$ cat config.mk
export PLATFORM = sky130hd
export DESIGN_NAME = oflvf_core
export DESIGN_NICKNAME = d
export VERILOG_FILES = /design/src/oflvf_pkg.sv /design/src/oflvf_core.sv /design/src/oflvf_div.sv
export SDC_FILE = /design/constraint.sdc
export NUM_CORES = 2
export LEC_CHECK = 0
export BUFFER_PORTS_ARGS = -buffer_cell sky130_fd_sc_hd__buf_2
export CELL_PAD_IN_SITES_DETAIL_PLACEMENT = 0
export CELL_PAD_IN_SITES_GLOBAL_PLACEMENT = 1
export CORE_MARGIN = 5
export CORE_UTILIZATION = 25
export CTS_CLUSTER_SIZE = 12
export DETAILED_ROUTE_END_ITERATION = 16
export PLACE_DENSITY = 0.57
export SYNTH_ARGS = -nofsm -noshare
export SYNTH_HDL_FRONTEND = slang
export SYNTH_SLANG_ARGS = --single-unit
$ cat constraint.sdc
create_clock -name clock_in -period 19.11 [get_ports clock_in]
set_input_delay 1.911 -clock clock_in [delete_from_list [all_inputs] [get_ports clock_in]]
set_output_delay 1.911 -clock clock_in [all_outputs]
set_load 0.03 [all_outputs]
$ cat src/oflvf_pkg.sv
package oflvf_pkg;
  // ==========================================
  // widths and timing
  localparam int FW = 16;
  localparam int AW = 8;
  localparam int ANA_BITS = 10;
  localparam int RATIO_SH = 12;
  localparam int DIV_NUM_W = 28;
  localparam int NUM_CFG = 22;
  localparam int CLK_PERIOD_NS = 5;
  localparam int RAMP_TICK_NS = 1000000;
  localparam int RAMP_TICK_CYCLES = RAMP_TICK_NS / CLK_PERIOD_NS;
  // ==========================================
  // register indices, byte address is index times four
  localparam logic [4:0] IDX_CMD = 5'h00;
  localparam logic [4:0] IDX_CTRL = 5'h01;
  localparam logic [4:0] IDX_MAX = 5'h02;
  localparam logic [4:0] IDX_HSMAX = 5'h03;
  localparam logic [4:0] IDX_MIN = 5'h04;
  localparam logic [4:0] IDX_JOG = 5'h05;
  localparam logic [4:0] IDX_START = 5'h06;
  localparam logic [4:0] IDX_J1A = 5'h07;
  localparam logic [4:0] IDX_J3B = 5'h0C;
  localparam logic [4:0] IDX_BASEF = 5'h0D;
  localparam logic [4:0] IDX_BASEV = 5'h0E;
  localparam logic [4:0] IDX_SBASEF = 5'h0F;
  localparam logic [4:0] IDX_MRV = 5'h10;
  localparam logic [4:0] IDX_MRF = 5'h11;
  localparam logic [4:0] IDX_MODE = 5'h12;
  localparam logic [4:0] IDX_UGRS = 5'h13;
  localparam logic [4:0] IDX_AGAIN = 5'h14;
  localparam logic [4:0] IDX_STEP = 5'h15;
  localparam logic [4:0] IDX_STFREQ = 5'h16;
  localparam logic [4:0] IDX_STVOLT = 5'h17;
  // ==========================================
  // field positions
  localparam int CTRL_RUN = 0;
  localparam int CTRL_JOG = 1;
  localparam int CTRL_ANA = 2;
  localparam int CTRL_VEC = 3;
  localparam int MODE_LOAD = 0;
  localparam int MODE_ACCEL = 2;
  localparam logic [1:0] LOAD_SQUARE = 2'h1;
  localparam logic [1:0] ACCEL_S_A = 2'h1;
  // ==========================================
  // values, frequency lsb 0.1Hz, voltage lsb 1V
  localparam logic [FW-1:0] F_50HZ = 16'h01F4;
  localparam logic [FW-1:0] F_120HZ = 16'h04B0;
  localparam logic [FW-1:0] F_400HZ = 16'h0FA0;
  localparam logic [FW-1:0] F_JOG_INIT = 16'h0032;
  localparam logic [FW-1:0] F_START_INIT = 16'h0005;
  localparam logic [FW-1:0] STEP_INIT = 16'h0001;
  localparam logic [FW-1:0] CODE_OFF = 16'h270F;
  localparam logic [FW-1:0] CODE_95PCT = 16'h22B8;
  localparam logic [FW-1:0] V_1000 = 16'h03E8;
  localparam logic [FW-1:0] MRV_INIT = 16'h0190;
  localparam logic [FW-1:0] PCT_95 = 16'h005F;
  localparam logic [FW-1:0] PCT_100 = 16'h0064;
  localparam logic [12:0] RATIO_ONE = 13'h1000;
  localparam logic [4:0] DIV_LAST = 5'h1B;
  // ==========================================
  // types
  typedef struct packed {
    logic [DIV_NUM_W-1:0] num;
    logic [FW-1:0] den;
  } oflvf_div_req_type;
  typedef enum logic [1:0] {
    DIV_IDLE = 2'b01,
    DIV_RUN = 2'b10
  } oflvf_div_state_type;
endpackage : oflvf_pkg

$ cat src/oflvf_core.sv
// The placing of the registers and the APB register port were decided locally.
`timescale 1ns/10ps
module oflvf_core
  import oflvf_pkg::*;
#(
  parameter int RAMP_TICK = RAMP_TICK_CYCLES
)
(
  input wire logic clock_in,
  input wire logic rstn_in,
  input wire logic psel_in,
  input wire logic penable_in,
  input wire logic pwrite_in,
  input wire logic [AW-1:0] paddr_in,
  input wire logic [31:0] pwdata_in,
  output logic [31:0] prdata_out,
  output logic pready_out,
  output logic pslverr_out,
  input wire logic second_function_select_in,
  input wire logic [ANA_BITS-1:0] analog_code_in,
  input wire logic [FW-1:0] supply_volt_in,
  output logic [FW-1:0] out_freq_out,
  output logic [FW-1:0] out_volt_out,
  output logic [FW-1:0] s_inflection_out,
  output logic s_inflection_valid_out
);
  // ==========================================
  // helpers
  function automatic logic [FW-1:0] cfg_init(input logic [4:0] idx);
    case (idx)
      IDX_MAX: cfg_init = F_120HZ;
      IDX_HSMAX: cfg_init = F_120HZ;
      IDX_JOG: cfg_init = F_JOG_INIT;
      IDX_START: cfg_init = F_START_INIT;
      IDX_BASEF: cfg_init = F_50HZ;
      IDX_BASEV: cfg_init = CODE_95PCT;
      IDX_SBASEF: cfg_init = CODE_OFF;
      IDX_MRV: cfg_init = MRV_INIT;
      IDX_MRF: cfg_init = F_50HZ;
      IDX_AGAIN: cfg_init = F_50HZ;
      IDX_STEP: cfg_init = STEP_INIT;
      default: cfg_init = (idx >= IDX_J1A && idx <= IDX_J3B) ? CODE_OFF : '0;
    endcase
  endfunction : cfg_init

  function automatic logic [FW-1:0] fmin(input logic [FW-1:0] a, input logic [FW-1:0] b);
    fmin = (a < b) ? a : b;
  endfunction : fmin

  function automatic logic [FW-1:0] fmax(input logic [FW-1:0] a, input logic [FW-1:0] b);
    fmax = (a > b) ? a : b;
  endfunction : fmax

  function automatic logic [FW-1:0] wr_fix(input logic [4:0] idx, input logic [FW-1:0] d);
    logic keep;
    keep = (d == CODE_OFF);
    if (idx == IDX_MAX)
      wr_fix = fmin(d, F_120HZ);
    else if (idx == IDX_HSMAX)
      wr_fix = fmax(F_120HZ, fmin(d, F_400HZ));
    else if (idx >= IDX_J1A && idx <= IDX_J3B)
      wr_fix = keep ? d : fmin(d, F_400HZ);
    else if (idx == IDX_BASEF)
      wr_fix = fmin(d, F_400HZ);
    else if (idx == IDX_SBASEF)
      wr_fix = keep ? d : fmin(d, F_400HZ);
    else if (idx == IDX_BASEV)
      wr_fix = (keep || d == CODE_95PCT) ? d : fmin(d, V_1000);
    else
      wr_fix = d;
  endfunction : wr_fix

  function automatic logic band_hit(input logic [FW-1:0] f, input logic [FW-1:0] a,
                                    input logic [FW-1:0] b);
    band_hit = (a != CODE_OFF) && (b != CODE_OFF) && (f >= fmin(a, b)) && (f <= fmax(a, b));
  endfunction : band_hit

  // ==========================================
  // apb slave
  logic [FW-1:0] cfg_q [NUM_CFG];
  logic [31:0] prdata_q;
  logic [FW-1:0] out_freq_q;
  logic [FW-1:0] out_volt_q;
  wire logic [4:0] a_idx = paddr_in[6:2];
  wire logic addr_ok = (paddr_in[1:0] == 2'h0) && !paddr_in[AW-1] && (a_idx <= IDX_STVOLT);
  wire logic is_ro = (a_idx == IDX_STFREQ) || (a_idx == IDX_STVOLT);
  wire logic access = psel_in && penable_in;
  wire logic setup = psel_in && !penable_in;
  wire logic bad = !addr_ok || (pwrite_in && is_ro);
  wire logic is_jump = (a_idx >= IDX_J1A) && (a_idx <= IDX_J3B);
  wire logic locked_grp = is_jump || (a_idx == IDX_BASEV) || (a_idx == IDX_HSMAX);
  wire logic wr_lock = (cfg_q[IDX_UGRS] != '0) && locked_grp;
  wire logic wr_en = access && pwrite_in && !bad && !wr_lock;
  wire logic [FW-1:0] w_val = wr_fix(a_idx, pwdata_in[FW-1:0]);
  wire logic w_pair = (a_idx == IDX_MAX) || (a_idx == IDX_HSMAX);
  wire logic [FW-1:0] rd_cfg = addr_ok ? cfg_q[a_idx] : '0;
  wire logic [FW-1:0] rd_stat = (a_idx == IDX_STFREQ) ? out_freq_q : out_volt_q;
  wire logic [FW-1:0] rd_val = is_ro ? rd_stat : rd_cfg;

  always_ff @(posedge clock_in or negedge rstn_in)
  begin
    if (!rstn_in)
    begin
      for (int i = 0; i < NUM_CFG; i++)
        cfg_q[i] <= cfg_init(5'(i));
    end
    else if (wr_en)
    begin
      cfg_q[a_idx] <= w_val;
      if (w_pair)
      begin
        cfg_q[IDX_MAX] <= w_val;
        cfg_q[IDX_HSMAX] <= w_val;
      end
    end
  end

  always_ff @(posedge clock_in or negedge rstn_in)
  begin
    if (!rstn_in)
      prdata_q <= '0;
    else if (setup)
      prdata_q <= {16'h0000, rd_val};
  end

  assign prdata_out = prdata_q;
  assign pready_out = 1'b1;
  assign pslverr_out = access && bad;

  // ==========================================
  // pin synchroniser
  logic sfs_meta_q;
  logic sfs_q;

  always_ff @(posedge clock_in or negedge rstn_in)
  begin
    if (!rstn_in)
    begin
      sfs_meta_q <= 1'b0;
      sfs_q <= 1'b0;
    end
    else
    begin
      sfs_meta_q <= second_function_select_in;
      sfs_q <= sfs_meta_q;
    end
  end

  // ==========================================
  // frequency command conditioning
  wire logic [FW-1:0] ctrl = cfg_q[IDX_CTRL];
  wire logic run = ctrl[CTRL_RUN];
  wire logic jog = ctrl[CTRL_JOG];
  wire logic [1:0] vec_mode = ctrl[CTRL_VEC +: 2];
  wire logic [FW-1:0] upper = cfg_q[IDX_MAX];
  wire logic [FW-1:0] lower = cfg_q[IDX_MIN];
  wire logic [FW-1:0] jog_f = cfg_q[IDX_JOG];
  wire logic [ANA_BITS+FW-1:0] ana_prod = analog_code_in * cfg_q[IDX_AGAIN];
  wire logic [FW-1:0] ana_f = ana_prod[ANA_BITS+FW-1:ANA_BITS];
  wire logic [FW-1:0] cmd_f = ctrl[CTRL_ANA] ? ana_f : cfg_q[IDX_CMD];
  wire logic [FW-1:0] clamped = fmin(cmd_f, upper);
  wire logic hit1 = band_hit(clamped, cfg_q[IDX_J1A], cfg_q[IDX_J1A+5'h01]);
  wire logic hit2 = band_hit(clamped, cfg_q[IDX_J1A+5'h02], cfg_q[IDX_J1A+5'h03]);
  wire logic hit3 = band_hit(clamped, cfg_q[IDX_J1A+5'h04], cfg_q[IDX_J3B]);
  wire logic [FW-1:0] jump_lo = hit2 ? cfg_q[IDX_J1A+5'h02] : (hit3 ? cfg_q[IDX_J1A+5'h04] : clamped);
  wire logic [FW-1:0] jumped = hit1 ? cfg_q[IDX_J1A] : jump_lo;

  wire logic [FW-1:0] run_f = fmax(jumped, lower);
  wire logic [FW-1:0] jog_t = (jog_f <= lower) ? jog_f : fmin(jog_f, upper);
  wire logic [FW-1:0] target_d = jog ? jog_t : (run ? run_f : '0);
  logic [FW-1:0] target_q;

  // ==========================================
  // acceleration ramp
  logic [31:0] tick_cnt_q;
  wire logic tick = (tick_cnt_q == 32'(RAMP_TICK - 1));
  wire logic [FW-1:0] step = cfg_q[IDX_STEP];
  wire logic [FW-1:0] goal = (target_q < cfg_q[IDX_START]) ? '0 : target_q;
  wire logic [FW:0] up_sum = {1'b0, out_freq_q} + {1'b0, step};
  wire logic [FW-1:0] up_f = (up_sum > {1'b0, goal}) ? goal : up_sum[FW-1:0];
  wire logic [FW-1:0] dn_f = (out_freq_q - goal > step) ? out_freq_q - step : goal;
  logic [FW-1:0] out_freq_d;

  always_comb
  begin
    out_freq_d = out_freq_q;
    if (tick && out_freq_q < goal)
      out_freq_d = up_f;
    else if (tick && out_freq_q > goal)
      out_freq_d = dn_f;
  end

  always_ff @(posedge clock_in or negedge rstn_in)
  begin
    if (!rstn_in)
    begin
      target_q <= '0;
      tick_cnt_q <= '0;
      out_freq_q <= '0;
    end
    else
    begin
      target_q <= target_d;
      tick_cnt_q <= tick ? '0 : tick_cnt_q + 32'h00000001;
      out_freq_q <= out_freq_d;
    end
  end

  // ==========================================
  // base selection and voltage limit
  wire logic vector = (vec_mode != 2'h0);
  wire logic sbf_on = sfs_q && (cfg_q[IDX_SBASEF] != CODE_OFF);
  wire logic [FW-1:0] vf_base = sbf_on ? cfg_q[IDX_SBASEF] : cfg_q[IDX_BASEF];
  wire logic [FW-1:0] act_base = vector ? cfg_q[IDX_MRF] : vf_base;
  wire logic [FW-1:0] raw_v = vector ? cfg_q[IDX_MRV] : cfg_q[IDX_BASEV];
  wire logic [2*FW-1:0] v95_prod = supply_volt_in * PCT_95;
  wire logic [2*FW-1:0] v95_full = v95_prod / {16'h0000, PCT_100};
  wire logic [FW-1:0] v_code = (raw_v == CODE_95PCT) ? v95_full[FW-1:0] : supply_volt_in;
  wire logic use_code = !vector && ((raw_v == CODE_95PCT) || (raw_v == CODE_OFF));
  wire logic [FW-1:0] eff_v = use_code ? v_code : fmin(raw_v, supply_volt_in);

  wire logic [1:0] accel_pat = cfg_q[IDX_MODE][MODE_ACCEL +: 2];
  wire logic [1:0] load_pat = cfg_q[IDX_MODE][MODE_LOAD +: 2];
  assign s_inflection_valid_out = (accel_pat == ACCEL_S_A);
  assign s_inflection_out = s_inflection_valid_out ? vf_base : '0;

  // ==========================================
  // v/f curve
  oflvf_div_req_type div_req;
  logic div_busy;
  logic div_done;
  logic [DIV_NUM_W-1:0] div_quot;
  logic [12:0] ratio_q;
  logic [FW-1:0] f_cap_q;
  logic [FW-1:0] base_q;
  wire logic [FW-1:0] f_cap = fmin(out_freq_q, act_base);
  assign div_req.num = {f_cap, {RATIO_SH{1'b0}}};
  assign div_req.den = act_base;

  oflvf_div i_oflvf_div (
    .clock_in(clock_in),
    .rstn_in(rstn_in),
    .start_in(!div_busy),
    .req_in(div_req),
    .busy_out(div_busy),
    .done_out(div_done),
    .quot_out(div_quot)
  );

  always_ff @(posedge clock_in or negedge rstn_in)
  begin
    if (!rstn_in)
    begin
      f_cap_q <= '0;
      base_q <= '0;
    end
    else if (!div_busy)
    begin
      f_cap_q <= f_cap;
      base_q <= act_base;
    end
  end

  // ratio rounded up, exact volt points stay exact
  wire logic [28:0] back_prod = div_quot[12:0] * base_q;
  wire logic inexact = (back_prod != {1'b0, f_cap_q, {RATIO_SH{1'b0}}});
  wire logic [12:0] ratio_d = (base_q == '0) ? RATIO_ONE : div_quot[12:0] + 13'(inexact);
  wire logic [25:0] sq_prod = ratio_q * ratio_q;
  wire logic [12:0] sq_ratio = sq_prod[24:12];
  wire logic square = !vector && (load_pat == LOAD_SQUARE);
  wire logic [12:0] use_ratio = square ? sq_ratio : ratio_q;
  wire logic [28:0] v_prod = eff_v * use_ratio;
  wire logic [FW-1:0] v_out = fmin(v_prod[27:12], supply_volt_in);

  always_ff @(posedge clock_in or negedge rstn_in)
  begin
    if (!rstn_in)
    begin
      ratio_q <= '0;
      out_volt_q <= '0;
    end
    else
    begin
      if (div_done)
        ratio_q <= ratio_d;
      out_volt_q <= v_out;
    end
  end

  assign out_freq_out = out_freq_q;
  assign out_volt_out = out_volt_q;

  // ==========================================
  // assertions
  property p_max_clamp;
    @(posedge clock_in) disable iff (!rstn_in)
    run && !jog && cmd_f > upper && !hit1 && !hit2 && !hit3 && upper >= lower |=> target_q == $past(upper);
  endproperty
  a_max_clamp: assert property (p_max_clamp) else $error("command not clamped at maximum");

  property p_hs_limit;
    @(posedge clock_in) disable iff (!rstn_in)
    wr_en && a_idx == IDX_MAX && pwdata_in[FW-1:0] > F_120HZ |=> cfg_q[IDX_MAX] == F_120HZ;
  endproperty
  a_hs_limit: assert property (p_hs_limit) else $error("maximum setting passed 120Hz");

  property p_pair_copy;
    @(posedge clock_in) disable iff (!rstn_in)
    wr_en && w_pair |=> cfg_q[IDX_MAX] == cfg_q[IDX_HSMAX] && cfg_q[IDX_MAX] == $past(w_val);
  endproperty
  a_pair_copy: assert property (p_pair_copy) else $error("maximum settings differ");

  property p_min_hold;
    @(posedge clock_in) disable iff (!rstn_in)
    run && !jog && jumped < lower |=> target_q == $past(lower);
  endproperty
  a_min_hold: assert property (p_min_hold) else $error("minimum not held");

  property p_jog_prec;
    @(posedge clock_in) disable iff (!rstn_in)
    jog && jog_f <= lower |=> target_q == $past(jog_f);
  endproperty
  a_jog_prec: assert property (p_jog_prec) else $error("jog not given precedence");

  property p_jump_a;
    @(posedge clock_in) disable iff (!rstn_in)
    run && !jog && hit1 && cfg_q[IDX_J1A] >= lower |=> target_q == $past(cfg_q[IDX_J1A]);
  endproperty
  a_jump_a: assert property (p_jump_a) else $error("jump band not held at A");

  property p_ramp_step;
    @(posedge clock_in) disable iff (!rstn_in)
    out_freq_q > $past(out_freq_q) |-> out_freq_q - $past(out_freq_q) <= $past(step);
  endproperty
  a_ramp_step: assert property (p_ramp_step) else $error("ramp skipped frequencies");

  property p_supply_cap;
    @(posedge clock_in) disable iff (!rstn_in)
    ##1 1'b1 |-> out_volt_q <= $past(supply_volt_in);
  endproperty
  a_supply_cap: assert property (p_supply_cap) else $error("voltage above supply");

  property p_lock;
    @(posedge clock_in) disable iff (!rstn_in)
    access && pwrite_in && a_idx == IDX_BASEV && cfg_q[IDX_UGRS] != '0 |=> $stable(cfg_q[IDX_BASEV]);
  endproperty
  a_lock: assert property (p_lock) else $error("locked setting changed");

  property p_second_base;
    @(posedge clock_in) disable iff (!rstn_in)
    sfs_q && cfg_q[IDX_SBASEF] != CODE_OFF && !vector |-> act_base == cfg_q[IDX_SBASEF];
  endproperty
  a_second_base: assert property (p_second_base) else $error("second base not used");

  c_jog: cover property (@(posedge clock_in) disable iff (!rstn_in) jog && jog_f <= lower);
  c_jump: cover property (@(posedge clock_in) disable iff (!rstn_in) run && hit1);
  c_pair: cover property (@(posedge clock_in) disable iff (!rstn_in) wr_en && a_idx == IDX_HSMAX);
  c_ramp: cover property (@(posedge clock_in) disable iff (!rstn_in) tick && out_freq_q != '0);
endmodule : oflvf_core

$ cat src/oflvf_div.sv
`timescale 1ns/10ps
module oflvf_div
  import oflvf_pkg::*;
(
  input wire logic clock_in,
  input wire logic rstn_in,
  input wire logic start_in,
  input wire oflvf_div_req_type req_in,
  output logic busy_out,
  output logic done_out,
  output logic [DIV_NUM_W-1:0] quot_out
);
  // ==========================================
  // restoring divider, one bit per cycle
  oflvf_div_state_type state_q;
  logic [4:0] cnt_q;
  logic [FW:0] rem_q;
  logic [DIV_NUM_W-1:0] quo_q;
  logic [FW-1:0] den_q;
  logic done_q;
  wire logic [FW:0] shifted = {rem_q[FW-1:0], quo_q[DIV_NUM_W-1]};
  wire logic [FW:0] trial = shifted - {1'b0, den_q};
  wire logic fits = !trial[FW];

  always_ff @(posedge clock_in or negedge rstn_in)
  begin
    if (!rstn_in)
    begin
      state_q <= DIV_IDLE;
      cnt_q <= '0;
      rem_q <= '0;
      quo_q <= '0;
      den_q <= '0;
      done_q <= 1'b0;
    end
    else
    begin
      done_q <= 1'b0;
      case (state_q)
        DIV_IDLE:
        begin
          if (start_in)
          begin
            quo_q <= req_in.num;
            den_q <= req_in.den;
            rem_q <= '0;
            cnt_q <= '0;
            state_q <= DIV_RUN;
          end
        end
        DIV_RUN:
        begin
          rem_q <= fits ? trial : shifted;
          quo_q <= {quo_q[DIV_NUM_W-2:0], fits};
          cnt_q <= cnt_q + 5'h01;
          if (cnt_q == DIV_LAST)
          begin
            done_q <= 1'b1;
            state_q <= DIV_IDLE;
          end
        end
        default: state_q <= DIV_IDLE;
      endcase
    end
  end

  assign busy_out = (state_q != DIV_IDLE);
  assign done_out = done_q;
  assign quot_out = quo_q;
endmodule : oflvf_div

Yosys cells after proc, flatten, opt, wreduce, memory -nomap -nowiden
Index checks and enable logic that the tools add are counted.
{ "word_totals": {"word_cells": 230, "rom_bits": 0, "ramBits": 0, "output_inout_bits": 83, "reg_bits": 563, "mem_count": 0, "latch_bits": 0, "inputBits": 72} }
{ "classes": {"n_addsub": 7, "reduce_logical": 49, "div": 1, "order_cmp": 33, "n_mux": 67, "eq_ne": 28, "shift": 0, "n_bitwise": 2, "mul": 5} }
{ "op_table": {"columns": ["operator", "count"], "rows": [
  ["$mux 16", 50],
  ["$bwmux 352", 1],
  ["$lt 16x16->1", 10],
  ["$ne 16x14->1 const B", 7],
  ["$gt 16x16->1", 6],
  ["$bmux 16 s5", 1],
  ["$demux 16 s5", 1],
  ["$eq 16x14->1 const B", 4],
  ["$le 16x16->1", 4],
  ["$mux 32", 2],
  ["$pmux 28 s2", 1],
  ["$ge 16x16->1", 3],
  ["$add 32x1->32 const B", 1],
  ["$div 23x7->32 const B", 1],
  ["$eq 32x18->1 const B", 1],
  ["$pmux 16 s2", 1],
  ["$sub 16x16->16", 2],
  ["$mul 13x16->29", 1],
  ["$ne 29x28->1", 1],
  ["$mul 16x13->28", 1],
  ["$mux 28", 1],
  ["$logic_and 1x1->1", 26],
  ["$mul 10x16->26", 1],
  ["$mux 13", 2],
  ["other kinds (37)", 63]
]} }

Depth between registers and ports, before layout
{ "depth": {"depth_word": 14, "mapped_depth": 98, "ltp_nobuf": 93} }

Modules after synthesis
From an unflattened synthesis, not the netlist that was laid out.
{ "hier_totals": {"hier_cells": 7498, "area_unflattened_um2": 67028.0} }
{ "modules_own_cells": {"columns": ["module", "cells_per_inst", "seq_area_each_um2", "area_each_um2", "n_inst"], "rows": [
  ["oflvf_core", 7095, 12508.2, 63352.0, 1],
  ["oflvf_div", 403, 1702.9, 3676.0, 1]
]} }

Worst setup path before layout
No wires, ideal clock.
{ "synth_path": {"kind": "input to register", "from": "in supply_volt_in[12]", "to": "reg out_volt_q[10] (netlist: out_volt_out[10])", "path_buffers": 7, "cell_stages": 87, "required_time_ns": 18.985, "setup_ns": 0.125, "setup_slack_ns": -3.323, "arrival_ns": 22.308, "path_cell_list": "inv_1 > fa_1 > inv_1 > fa_1 > inv_1 > fa_1 > fa_1 > inv_1 > ha_1 > buf_4 > and3_1 > and2_1 > a221o_1 > a2111o_1 > and2_1 > buf_6 > or4_4 > and2_4 > [... 51 more ...] > a21oi_2 > o21bai_2 > a21oi_4 > o21bai_4 > a21oi_4 > o21bai_4 > a21oi_4 > o21bai_4 > a21oi_4 > o21bai_2 > a21oi_2 > xnor2_1 > ha_1 > nand4_1 > or3_1 > o31ai_1 > clkbuf_1 > mux2_2"} }
{ "synth_via": {"elab_chain_len": 7, "elab_cells_between_ends": 9, "cone_classes": "mul (2); div (1); order compare (2); mux (4)"} }
{ "synth_lines": {"columns": ["element", "line_no", "rtl"], "rows": [
  ["start: declaration", "oflvf_core.sv:21", "input wire logic [FW-1:0] supply_volt_in,"],
  ["$mul 16x7->23", "oflvf_core.sv:216", "wire logic [2*FW-1:0] v95_prod = supply_volt_in * PCT_95;"],
  ["$div 23x7->32", "oflvf_core.sv:217", "wire logic [2*FW-1:0] v95_full = v95_prod / {16'h0000, PCT_100};"],
  ["$mux 16", "oflvf_core.sv:218", "wire logic [FW-1:0] v_code = (raw_v == CODE_95PCT) ? v95_full[FW-1:0] : supply_volt_in;"],
  ["$mux 16", "oflvf_core.sv:220", "wire logic [FW-1:0] eff_v = use_code ? v_code : fmin(raw_v, supply_volt_in);"],
  ["$mul 16x13->28", "oflvf_core.sv:272", "wire logic [28:0] v_prod = eff_v * use_ratio;"],
  ["$lt 16x16->1", "oflvf_core.sv:47", "fmin = (a < b) ? a : b;"],
  ["$mux 16 *", "oflvf_core.sv:47", null],
  ["via v_out[10]", "oflvf_core.sv:273", "wire logic [FW-1:0] v_out = fmin(v_prod[27:12], supply_volt_in);"],
  ["end signal: assignment", "oflvf_core.sv:286", "out_volt_q <= v_out;"],
  ["end: declaration", "oflvf_core.sv:83", "logic [FW-1:0] out_volt_q;"]
]} }
Mark *: on every way through the listed nets, which the timed path passes. The rest lies on a longest branch.
A chain may end at the register's enable or synchronous reset.

Worst setup path in the final report
{ "layout_path": {"from": "in supply_volt_in[12]", "to": "reg out_volt_q[7] (netlist: out_volt_out[7])"} }
The elaborated chain is that of the path after synthesis.

==> insert_results.sql <==
INSERT INTO impl_metrics (metric_group, metric, value, unit) VALUES
('floorplan', 'area_of_the_placeable_core', '0.262', 'mm^2'),
('worst_hold_path', 'min_delay_path_depth', '0', ''),
('worst_hold_path', 'endpoint_of_the_worst_hold_timing_path', 'sfs_q', ''),
('worst_setup_path', 'cp_data_required_time', '19650', 'ps'),
('flow_run', 'maxCapViolations', '0', ''),
('floorplan', 'die_area', '0.273', 'mm^2'),
('global_routing', 'grt_pass1_vias', '56500', ''),
('synthesis', 'syn_avg_cell_area', '8.90', 'um^2'),
('routing', 'avgRoutedWirePerCell', '20.8', 'um'),
('synthesis', 'yosysWarningCount', '0', ''),
('synthesis', 'yosys_register_bits', '547', ''),
('clock_tree', 'clock_tree_from_tritoncts', 'done', ''),
('worst_setup_path', 'timing.critical_path.slowest_cell_delay', '580', 'ps'),
('timing', 'upper_clock_frequency_limit', '47.1', 'MHz'),
('timing', 'ratio_of_final_minimum_period_to_clock_period', '1.11', ''),
('timing', 'slew_viols_final', '0', ''),
('timing', 'fin_skew', '39.8', 'ps'),
('global_routing', 'global_route_wire_length_before_repair', '363', 'mm'),
('timing', 'period_minus_slack', '21220', 'ps'),
('synthesis', 'post_synthesis_cell_count', '7384', ''),
('synthesis', 'dominantRegCellSynth', 'dfrtp_1', ''),
('place', 'port_buffers', '121', ''),
('synthesis', 'synth_top_cells_by_count', 'nand2_1 (909), inv_1 (864), ha_1 (684), o21ai_0 (610), fa_1 (569)', ''),
('place', 'postPlaceCellArea', '0.0739', 'mm^2'),
('synthesis', 'synth.top_cell.area_share', '0.173', ''),
('routing', 'routed_wirelength', '239', 'mm'),
('final_layout', 'final_layout_size_suffix_gt1_frac', '0.190', ''),
('global_routing', 'initial_antenna_violation_count', '5', ''),
('clock_tree', 'cts-buffers-inserted', '71', ''),
('timing', 'hold_viol_final', '0', ''),
('final_layout', 'final-seq-area', '0.0138', 'mm^2'),
('worst_setup_path', 'cp-end-kind', 'register', ''),
('worst_setup_path', 'timing.critical_path.fanout_max', '8', ''),
('worst_hold_path', 'hp-start', 'sfs_meta_q', ''),
('routing', 'tritonroute_pass_1_iters', '6', ''),
('floorplan', 'floorplan.rows', '188', ''),
('timing', 'final_worst_setup_slack', '-2110', 'ps'),
('worst_setup_path', 'register_to_register_setup_slack', '2370', 'ps'),
('worst_setup_path', 'timing.rr.start', 'cfg_q[19]', ''),
('final_layout', 'nFillCells', '27800', ''),
('final_layout', 'fin_nets', '9200', ''),
('floorplan', 'boundaryPins', '155', ''),
('global_routing', 'maximum_number_of_pins_on_one_net_before_global_route_repair', '145', ''),
('worst_setup_path', 'regToRegEndpoint', 'target_q[3]', ''),
('clock_tree', 'worst_setup_hold_path_clk_slew', '50', 'ps'),
('timing', 'tightest_slew', '1180', 'ps'),
('timing', 'setup-violations-final', '16', ''),
('worst_setup_path', 'reg2reg_depth', '90', ''),
('routing', 'via_count', '54700', ''),
('routing', 'drt_drc_violations_left', '0', ''),
('routing', 'via_density_per_instance', '4.78', ''),
('synthesis', 'synth_edf_count', '0', ''),
('timing', 'slew_headroom', '0.212', ''),
('routing', 'drt_iter0_drc', '3492', ''),
('clock_tree', 'clock_path_buffers', '3', ''),
('floorplan', 'initial_utilization', '0.251', ''),
('clock_tree', 'h-tree-depth', '3', ''),
('global_routing', 'grt_util_all_layers', '0.173', ''),
('timing', 'unrepaired_setup_endpoints_after_global_routing', 'yes', ''),
('synthesis', 'synth-seq-area-share', '0.210', ''),
('worst_setup_path', 'path_delay_family', 'adder cells', ''),
('worst_setup_path', 'crit_path_frequent_cell', 'buf_4', ''),
('final_layout', 'layout_area_growth_over_synthesis', '19.9', '%'),
('clock_tree', 'worst_skew_pair.late_latency', '680', 'ps'),
('synthesis', 'postSynth.asyncResetShare', '1.00', ''),
('synthesis', 'yosysMostFrequentCell', 'nand2_1', ''),
('clock_tree', 'clock-root-buffer', 'clkbuf_16', ''),
('status', 'status', 'finished, violations left', ''),
('synthesis', 'synth_area_leaders', 'fa_1 (17%), dfrtp_1 (17%), ha_1 (13%)', ''),
('synthesis', 'synth_area_leader_cell', 'fa_1', ''),
('status', 'failing_checks', 'negative setup slack', '');
[per-stage QoR]
| stage | TNS (ps) | setup WS, ps | util | hold slack (ps) |
|---|---|---|---|---|
| 2_1_floorplan | -33940 | -2220 | - | 331 |
| 3_3_place_gp | -58280 | -3680 | 0.282 | 339 |
| 3_5_place_dp | -61270 | -3890 | 0.282 | 335 |
| 4_1_cts | -30530 | -1930 | 0.297 | 347 |
| 5_1_grt | -45460 | -2860 | 0.301 | 360 |
| 6_report | -33450 | -2110 | 0.301 | 346 |
[cell usage in the layout, fill, tap and decap left out, types with 71 or more instances in the layout]
cell,synthesis,routed
buf_4,33,628
nand2_1,909,900
ha_1,684,667
nand4_1,83,83
clkbuf_16,0,71
fa_1,569,566
a21o_1,136,134
buf_2,9,113
o21ai_0,610,583
dfstp_2,98,98
nand2b_1,102,100
xor2_1,75,73
inv_1,864,855
nor2b_1,96,94
a21oi_1,314,291
and2_1,329,325
mux2i_1,219,214
xnor2_1,150,144
nor2_1,405,388
dfrtp_1,449,449
mux4_2,80,80
[flip-flops by register name, summed over array words and instances, names as in the netlist]
register              flops
ratio_q                  13
out_volt_out             16
sfs_q                     1
sfs_meta_q                1
upper                    16
i_oflvf_div.cnt_q         5
tick_cnt_q               32
i_oflvf_div.rem_q        16
f_cap_q                  16
cfg_q                   270
prdata_out               16
i_oflvf_div.state_q       2
lower                    16
out_freq_out             16
i_oflvf_div.quot_out     28
accel_pat                 2
target_q                 16
jog_f                    16
ctrl                     16
i_oflvf_div.done_out      1
step                     16
base_q                   16
[layer usage]
metal,wire length [um],vias to the layer above,GRT usage
li1,-,25800,-
met1,108000,27500,0.231
met2,111000,1092,0.286
met3,7810,286,0.0144
met4,11700,0,0.0748
met5,0,-,0
[worst max-delay path by stage]
stage | endpoint | cells past startpoint
floorplan | out_volt_out[10] | 86
global placement | out_volt_out[5] | 89
detailed placement | out_volt_out[6] | 88
CTS | out_volt_out[11] | 92
global route | out_volt_out[10] | 93
finish | out_volt_out[7] | 104
[logic make-up after synthesis]
kind of cell    count (synthesis)  share of synthesized area
compound gates               1498                      0.143
simple gates                 2203                      0.160
xor+xnor                      229                     0.0312
fa+ha+maj                    1257                      0.304
flops                         547                      0.210
buf+inv                      1261                     0.0751
mux                           387                     0.0761
other cells                     2                   0.000114
[repair_timing]
item	in CTS	in global routing
cloned	3	1
setup buffers	78	45
hold buffers	0	0
gates resized for setup	207	112
endpoints found under the setup margin	16	32
pin swaps	96	83
[worst reg2reg max path: cells and delay by family (launching register included)]
family                     cells  cell delay (ps)
muxes                          2              390
AOI/OAI and AO/OA             40             8540
buffers and inverters         21             1860
and+or+nand+nor               17             1450
DFF                            1              730
xor gates and xnor gates       1               90
adders and majority gates      9             3520
[final cells by class]
class | count | area share
clock buffers | 104 | 0.0260
flip-flops and latches | 547 | 0.175
multi-input cells | 5593 | 0.621
well taps | 3515 | 0.0558
diodes | 3 | 0.0000953
clock inverters | 25 | 0.00497
repair buffers | 788 | 0.0753
inverters | 874 | 0.0417
Power is left out: the tool's default activity adds up to more than one toggle a clock period on the data nets, which glitch-free logic cannot reach.
